## config.mk

```make
export PLATFORM = sky130hd
export DESIGN_NAME = ebp_pwm
export DESIGN_NICKNAME = d
export VERILOG_FILES = /design/src/hw/ebp_pkg.sv /design/src/hw/ebp_deadband.sv /design/src/hw/ebp_pwm.sv
export SDC_FILE = /design/constraint.sdc
export NUM_CORES = 1
export LEC_CHECK = 0
export BUFFER_PORTS_ARGS = -buffer_cell sky130_fd_sc_hd__buf_2
export CAP_MARGIN = 5
export CORE_ASPECT_RATIO = 1.75
export CORE_MARGIN = 2
export CORE_UTILIZATION = 61
export CTS_BUF_LIST = sky130_fd_sc_hd__clkbuf_4
export DETAILED_ROUTE_END_ITERATION = 12
export GPL_TIMING_DRIVEN = 1
export PLACE_DENSITY = 0.95
export SETUP_SLACK_MARGIN = 0.4
export SLEW_MARGIN = 30
export SYNTH_ARGS = -nofsm -noshare
export SYNTH_HDL_FRONTEND = slang
export SYNTH_SLANG_ARGS = --single-unit
```

## constraint.sdc

```tcl
create_clock -name sys_clk -period 3.9 [get_ports sys_clk]
set_input_delay 0.195 -clock sys_clk [delete_from_list [all_inputs] [get_ports sys_clk]]
set_output_delay 0.195 -clock sys_clk [all_outputs]
set_load 0.03 [all_outputs]
```

## src/hw/ebp_pkg.sv

```systemverilog
// Shared constants for the enhanced bridge PWM output stage
package ebp_pkg;

  // Clock and time base
  localparam int CLK_PERIOD_NS  = 100;
  localparam int TOSC_PER_TCY   = 4;
  localparam int FINE_W         = 6;

  // Widths
  localparam int DUTY_W         = 10;
  localparam int TMR_W          = 8;
  localparam int DB_W           = 7;

  // Output configuration codes
  localparam logic [1:0] CFG_SINGLE   = 2'h0;
  localparam logic [1:0] CFG_FULL_FWD = 2'h1;
  localparam logic [1:0] CFG_HALF     = 2'h2;
  localparam logic [1:0] CFG_FULL_REV = 2'h3;
  localparam int CFG_DIR_BIT    = 1;
  localparam int CFG_FULL_BIT   = 0;

  // Prescale select codes and fine-count limits (Tosc per timer increment minus one)
  localparam logic [1:0]        PS_DIV1     = 2'h0;
  localparam logic [1:0]        PS_DIV4     = 2'h1;
  localparam logic [FINE_W-1:0] FINE_LAST1  = 6'h03;
  localparam logic [FINE_W-1:0] FINE_LAST4  = 6'h0F;
  localparam logic [FINE_W-1:0] FINE_LAST16 = 6'h3F;

  // Polarity field positions
  localparam int POL_BD_BIT     = 0;
  localparam int POL_AC_BIT     = 1;

  // Reset values
  localparam logic [DUTY_W-1:0] RST_DUTY  = 10'h000;
  localparam logic [TMR_W-1:0]  RST_TMR   = 8'h00;
  localparam logic [FINE_W-1:0] RST_FINE  = 6'h00;
  localparam logic [1:0]        RST_CFG   = 2'h0;

endpackage

```

## src/hw/ebp_deadband.sv

```systemverilog
// Turn-on delay of one half-bridge output, counted in instruction cycles
`timescale 1ns/1ps

module ebp_deadband #(
  parameter int DB_W = 7
) (
  // Clock, reset, enable
  input  wire logic            sys_clk,
  input  wire logic            rst,
  input  wire logic            ce,
  // Level and delay
  input  wire logic            level_in,
  input  wire logic [DB_W-1:0] delay_count,
  output logic                 level_out
);
  import ebp_pkg::*;

  logic [DB_W+1:0] cnt_q;
  logic [DB_W+1:0] limit;

  // Delay count is in instruction cycles of four Tosc each
  assign limit = {delay_count, 2'b00};

  always_ff @(posedge sys_clk) begin
    if (rst) begin
      cnt_q     <= '0;
      level_out <= 1'b0;
    end else if (ce) begin
      if (!level_in) begin
        // Going inactive is never delayed
        cnt_q     <= '0;
        level_out <= 1'b0;
      end else if (!level_out) begin
        // A delay longer than the pulse leaves the output inactive all cycle
        if (cnt_q >= limit) begin
          level_out <= 1'b1;
        end else begin
          cnt_q <= cnt_q + 1'b1;
        end
      end
    end
  end
endmodule // ebp_deadband

```

## src/hw/ebp_pwm.sv

```systemverilog
// Enhanced PWM output stage: duty compare, output configurations, dead band, direction change
`timescale 1ns/1ps

// Functional notes
// - Duty is the upper duty byte joined with two low control bits.
// - Duty inputs change anytime; shadow takes them only at period match.
// - While PWM runs, software writes to the shadow duty are ignored.
// - Output clears when shadow duty equals timer plus two fine bits.
// - Duty beyond the period never clears the output in that period.
// - Two-bit field picks single, half-bridge, full forward or full reverse.
// - Half-bridge drives PWM on A and its complement on B.
// - Half-bridge delays each output's turn-on by the dead-band count.
// - Dead band longer than the pulse keeps that output inactive.
// - Forward: A active, D modulated, B and C inactive.
// - Reverse: C active, B modulated, A and D inactive.
// - A new direction takes effect from the next PWM cycle.
// - Direction change: last tick blanks modulated outputs and swaps static ones.
// - Swap interval is four Tosc times prescale: 4, 16 or 64 Tosc.
// - Full-bridge modes insert no dead band.
// - Period match clears timer, sets output unless duty zero, loads shadow.
// - Polarity field sets active level per A/C and B/D pair.
module ebp_pwm #(
  parameter int TMR_W = ebp_pkg::TMR_W,
  parameter int DB_W  = ebp_pkg::DB_W
) (
  // Clock, reset, enable
  input  wire logic                      sys_clk,
  input  wire logic                      rst,
  input  wire logic                      ce,
  // Control
  input  wire logic                      pwm_enable,
  input  wire logic [1:0]                output_config_select,
  input  wire logic [1:0]                polarity_select,
  input  wire logic [1:0]                timer_prescale_select,
  input  wire logic [DB_W-1:0]           deadband_count,
  input  wire logic [TMR_W-1:0]          period_limit,
  // Duty
  input  wire logic [7:0]                duty_upper_byte,
  input  wire logic [1:0]                duty_low_bits,
  input  wire logic                      duty_shadow_wr,
  input  wire logic [ebp_pkg::DUTY_W-1:0] duty_shadow_wdata,
  // Status
  output logic [ebp_pkg::DUTY_W-1:0]     duty_shadow,
  output logic [TMR_W-1:0]               period_timer,
  output logic [1:0]                     config_active,
  // Bridge outputs
  output logic                           output_a,
  output logic                           output_b,
  output logic                           output_c,
  output logic                           output_d
);
  import ebp_pkg::*;

  if (TMR_W != 8) begin : g_chk_tmr
    $error("ebp_pwm: TMR_W must be 8 to pair with the 10-bit duty");
  end
  if (DB_W < 1 || DB_W > 8) begin : g_chk_db
    $error("ebp_pwm: DB_W must be 1 to 8");
  end

  ////////////////////////////////////////////////////////////////////////////
  // Prescale decoding

  function automatic logic [FINE_W-1:0] fine_last(input logic [1:0] sel);
    if (sel == PS_DIV1) begin
      fine_last = FINE_LAST1;
    end else if (sel == PS_DIV4) begin
      fine_last = FINE_LAST4;
    end else begin
      fine_last = FINE_LAST16;
    end
  endfunction

  // Two compare bits below the timer: Q clock or the top prescaler bits
  function automatic logic [1:0] fine_ext(input logic [1:0] sel, input logic [FINE_W-1:0] f);
    if (sel == PS_DIV1) begin
      fine_ext = f[1:0];
    end else if (sel == PS_DIV4) begin
      fine_ext = f[3:2];
    end else begin
      fine_ext = f[5:4];
    end
  endfunction

  ////////////////////////////////////////////////////////////////////////////
  // Signals

  logic [FINE_W-1:0] fine_q;
  logic [TMR_W-1:0]  tmr_q;
  logic [DUTY_W-1:0] shadow_q;
  logic [1:0]        cfg_q;
  logic              raw_q;
  logic [3:0]        pin_q;
  logic [DUTY_W-1:0] duty_req;
  logic              tick_end;
  logic              at_limit;
  logic              period_start;
  logic              cmp_hit;
  logic              dir_swap;
  logic [1:0]        db_in;
  logic [1:0]        db_out;
  logic [3:0]        act;
  logic [3:0]        pol_mask;

  assign duty_req     = {duty_upper_byte, duty_low_bits};
  // A tick lasts 4 Tosc times the prescale value
  assign tick_end     = fine_q >= fine_last(timer_prescale_select);
  assign at_limit     = tmr_q == period_limit;
  assign period_start = ce && tick_end && at_limit;
  // Timer never passes the limit, so an overlong duty finds no match
  assign cmp_hit      = {tmr_q, fine_ext(timer_prescale_select, fine_q)} == shadow_q;

  ////////////////////////////////////////////////////////////////////////////
  // Period timer with its fine Tosc count

  always_ff @(posedge sys_clk) begin
    if (rst) begin
      fine_q <= RST_FINE;
    end else if (ce) begin
      fine_q <= tick_end ? RST_FINE : fine_q + 1'b1;
    end
  end

  always_ff @(posedge sys_clk) begin
    if (rst) begin
      tmr_q <= RST_TMR;
    end else if (ce && tick_end) begin
      tmr_q <= at_limit ? RST_TMR : tmr_q + 1'b1;
    end
  end

  ////////////////////////////////////////////////////////////////////////////
  // Shadow duty and configuration, both double-buffered

  always_ff @(posedge sys_clk) begin
    if (rst) begin
      shadow_q <= RST_DUTY;
    end else if (period_start) begin
      shadow_q <= duty_req;
    end else if (ce && duty_shadow_wr && !pwm_enable) begin
      shadow_q <= duty_shadow_wdata;
    end
  end

  always_ff @(posedge sys_clk) begin
    if (rst) begin
      cfg_q <= RST_CFG;
    end else if (period_start) begin
      cfg_q <= output_config_select;
    end
  end

  ////////////////////////////////////////////////////////////////////////////
  // Modulated waveform

  always_ff @(posedge sys_clk) begin
    if (rst) begin
      raw_q <= 1'b0;
    end else if (period_start) begin
      raw_q <= duty_req != RST_DUTY;
    end else if (ce && cmp_hit) begin
      raw_q <= 1'b0;
    end
  end

  ////////////////////////////////////////////////////////////////////////////
  // Half-bridge dead band, one delay per output

  // The direction bit is watched live, so a late write still gets its swap tick
  assign dir_swap = cfg_q[CFG_FULL_BIT] && output_config_select[CFG_FULL_BIT] &&
                    (output_config_select[CFG_DIR_BIT] != cfg_q[CFG_DIR_BIT]) && at_limit;

  always_comb begin
    db_in = 2'b00;
    if (pwm_enable && cfg_q == CFG_HALF) begin
      db_in = {~raw_q, raw_q};
    end
  end

  for (genvar i = 0; i < 2; i++) begin : g_db
    ebp_deadband #(
      .DB_W (DB_W)
    ) u_db (
      .sys_clk     (sys_clk),
      .rst         (rst),
      .ce          (ce),
      .level_in    (db_in[i]),
      .delay_count (deadband_count),
      .level_out   (db_out[i])
    );
  end

  ////////////////////////////////////////////////////////////////////////////
  // Output steering, active level order {d, c, b, a}

  always_comb begin
    act = 4'h0;
    case (cfg_q)
      CFG_SINGLE: begin
        act[0] = raw_q;
      end
      CFG_HALF: begin
        act[1:0] = db_out;
      end
      CFG_FULL_FWD: begin
        act[0] = 1'b1;
        act[3] = raw_q;
      end
      default: begin
        act[2] = 1'b1;
        act[1] = raw_q;
      end
    endcase
    if (dir_swap) begin
      // Blank both modulated legs, then drive the static legs the new way
      act = 4'h0;
      act[0] = !output_config_select[CFG_DIR_BIT];
      act[2] = output_config_select[CFG_DIR_BIT];
    end
    if (!pwm_enable) begin
      act = 4'h0;
    end
  end

  assign pol_mask = {polarity_select[POL_BD_BIT], polarity_select[POL_AC_BIT],
                     polarity_select[POL_BD_BIT], polarity_select[POL_AC_BIT]};

  always_ff @(posedge sys_clk) begin
    if (rst) begin
      pin_q <= 4'h0;
    end else if (ce) begin
      pin_q <= act ^ pol_mask;
    end
  end

  assign output_a      = pin_q[0];
  assign output_b      = pin_q[1];
  assign output_c      = pin_q[2];
  assign output_d      = pin_q[3];
  assign duty_shadow   = shadow_q;
  assign period_timer  = tmr_q;
  assign config_active = cfg_q;
endmodule // ebp_pwm

```

==> metrics.cfg <==
[placement]
dpl_worst_slack_ns=1.07
io_buffers=69
place_congestion=0.884
dp_hpwl_um=6020
dp_cells=490

[timing]
fin_ws_ns=0.966
rsz0062_at_grt=false
skew_ns=0.0139
min_period_ns=2.93
max-slew-margin-rel_pct=41.0
worst_pin_slew_ns=0.884
period_share_pct=75.2
fin_setup_tns_ns=0
finalSetupViolations=0
max_freq_ghz=0.341
final_max_slew_viol_count=0
hold_viol=0

[clocking]
postCtsSetupBuffers=0
cts-hold-fix-buffers=0
cts_max_level=2
cts_buffers=5
clockRootBuffer=clkbuf_4
clk_latency_ns=0.38
cts_tree=built
cts_resized=0
clk_path_buf_depth=2
cts.sinks=51
clkTransAtPathRegs_ns=0.14

[critical_path]
r2r_setup_slack_ns=0.97
timing.rr.start=period_timer[5]$_SDFFE_PP0P_
crit_chain=xor2_1 > nor4_2 > and2_1 > nand3_1 > a31o_2 > a21oi_1
arrival_ns=3.25
cpPeakStageDelay_ns=0.75
crit_path_top_delay_cell=nand3_1
cp-endpoint=raw_q$_SDFFE_PP0P_
critPathKind=reg2reg
path_max_fanout=24
crit_required_ns=4.22
cp-start-kind=flop
reg2reg_to=raw_q$_SDFFE_PP0P_
reg2regPathDepth=6
setup.worst_path.start=period_timer[5]$_SDFFE_PP0P_
end_kind=flop

[routing]
dr_total_vias=3084
drc=0
ant_nets=0
avgRoutedWirePerCell_um=15.7
routed_wl_um=7780
initialDrtViolationCount=122
viasPerCell=6.21
dr.pass1.iters=5

[synth]
ys_seq_area_share_pct=32.2
yosys_register_bits=51
yosys_warnings=0
synthesis.area_mm2=0.00317
syn_nets=453
syn_inst=385
synth_edf_count=0
synthDistinctLibCells=52
async_flop_share_pct=0
synth_ff_type=dfxtp_1
avgSynthCellArea_um2=8.23

[global_routing]
antenna_found_initial=0
grt_pass1_wl_um=12800
grt.overflow.total=0
track_usage_pct=27.8
grt_max_degree=33
grt_pass1_vias=2928

[die]
start_util_pct=63.7
core_mm2=0.00498
die_h_um=99.4
fp-row-count=34
die_area_mm2=0.00581
ios=70
chipWidth_um=58.5

[power]
power_frac_clock_pct=25.7
vdd_ir_drop_max_mv=0.272
seqPwrFrac_pct=60.1
p_leak_uw=0.00162
p_sw_uw=253
switching_share_pct=28.2
pwr-share-comb_pct=14.2
p_int_uw=644
power_density_mw_per_mm2=253

[status]
status=finished, final reports clean

[cells_and_area]
final_common_cell=buf_2
final_layout_size_suffix_gt1_share_pct=19.4
fin_nets=511
final_cell_mix=69 x buf_2, 51 x dfxtp_1, 42 x nor2_1
area_growth_pct=11.9
fin_cells=497
n_antenna_cell=0

[run]
cap_viol_max_count=0

[worst_hold_path]
hp-class=in2reg

==> kinds of logic after synthesis <==
| group | synth area share, % |
|---|---|
| compound gates | 19.6 |
| xor+xnor | 8.01 |
| fa+ha+maj | 8.69 |
| buf+inv | 5.05 |
| flops | 32.2 |
| mux | 2.21 |
| simple gates | 24.2 |
==> power by group through the flow <==
| stage | registers, uW | logic, uW | clock network, uW |
|---|---|---|---|
| after floorplan | 562 | 63.4 | 0 |
| after global placement | 550 | 122 | 0 |
| after detailed placement | 551 | 126 | 0 |
| after CTS | 539 | 127 | 230 |
| after global routing | 541 | 141 | 253 |
| final | 539 | 127 | 231 |
==> Yosys cell counts (2+ instances only) <==
| cell | n | area share (%) |
|---|---|---|
| o211ai_1 | 3 | 0.71 |
| nor4_1 | 5 | 0.99 |
| nor4b_1 | 2 | 0.55 |
| inv_1 | 20 | 2.4 |
| a31oi_1 | 3 | 0.59 |
| a21o_1 | 6 | 1.4 |
| mux2i_1 | 7 | 2.2 |
| a21oi_1 | 25 | 3.9 |
| nand3_1 | 23 | 3.6 |
| xor2_1 | 21 | 5.8 |
| ha_1 | 22 | 8.7 |
| or4b_2 | 4 | 1.3 |
| or3_1 | 3 | 0.59 |
| nor2_1 | 42 | 5.0 |
| o21ai_1 | 2 | 0.32 |
| o21ai_0 | 13 | 2.1 |
| xnor2_1 | 8 | 2.2 |
| or4_1 | 9 | 2.1 |
| buf_6 | 2 | 0.71 |
| nand2_1 | 34 | 4.0 |
| a211o_1 | 2 | 0.55 |
| clkbuf_1 | 14 | 1.7 |
| o31ai_1 | 8 | 1.9 |
| nor2b_1 | 2 | 0.39 |
| a311oi_1 | 11 | 3.0 |
| buf_2 | 2 | 0.32 |
| a211oi_1 | 2 | 0.47 |
| nand4_1 | 6 | 1.2 |
| and3_1 | 7 | 1.4 |
| nor3b_1 | 3 | 0.71 |
| o21a_1 | 2 | 0.47 |
| dfxtp_1 | 51 | 32 |
| a21bo_2 | 2 | 0.63 |
==> metrics by stage <==
| step | utilization (%) | hold slack (ns) | power (uW) | area [um^2] |
|---|---|---|---|---|
| finish | 71.3 | 0.0750 | 897 | 3550 |
| global route | 71.3 | 0.0705 | 935 | 3550 |
| CTS | 71.2 | 0.0733 | 896 | 3540 |
| detailed placement | 70.3 | 0.478 | 677 | 3500 |
| global placement | 70.3 | 0.465 | 672 | 3500 |
| floorplan | - | 0.339 | 625 | 3170 |
==> layout make-up <==
class,instances,area (um^2)
Clock buffer,5,37.5
Inverter,20,75.1
Sequential cell,51,1020
Tap cell,54,67.6
Multi-Input combinational cell,296,1990
Fill cell,385,1430
Clock inverter,2,8.76
Timing Repair Buffer,69,345
==> flip-flops by register name (all words and copies together) (netlist names) <==
name                 cells
duty_shadow             10
period_timer             8
raw_q                    1
g_db.u_db.cnt_q         18
pin_q                    4
fine_q                   6
g_db.u_db.level_out      2
config_active            2
==> how the worst min path moves through the flow <==
stage                     cells past startpoint                                from                            endpoint  slack (ns)
after floorplan                               2             output_config_select[0]       config_active[0]$_SDFFE_PP0P_        0.34
after global placement                        2  g_db[0].u_db.cnt_q[8]$_SDFFE_PP0P_  g_db[0].u_db.cnt_q[8]$_SDFFE_PP0P_        0.47
after detailed placement                      2               pin_q[3]$_SDFFE_PP0P_               pin_q[3]$_SDFFE_PP0P_        0.48
after CTS                                     3                duty_shadow_wdata[3]         duty_shadow[3]$_SDFFE_PP0P_        0.07
after global routing                          3                duty_shadow_wdata[3]         duty_shadow[3]$_SDFFE_PP0P_        0.07
final                                         3                duty_shadow_wdata[3]         duty_shadow[3]$_SDFFE_PP0P_        0.08
==> routing by layer <==
metal,track usage [%],vias up,routed length [um]
li1,-,1516,-
met4,12.9,0,199
met1,29.3,1432,2920
met3,4.42,19,405
met2,51.4,117,4250
met5,0,-,0
==> worst max-delay path: cells and delay by family (launching register included) <==
| kind | cells | cell delay, ns |
|---|---|---|
| flip-flops | 1 | 0.48 |
| XOR/XNOR | 1 | 0.13 |
| AND/OR/NAND/NOR | 3 | 1.68 |
| AO/OA/AOI/OAI | 2 | 0.59 |
No activity file was read; power rests on OpenSTA's default activity.
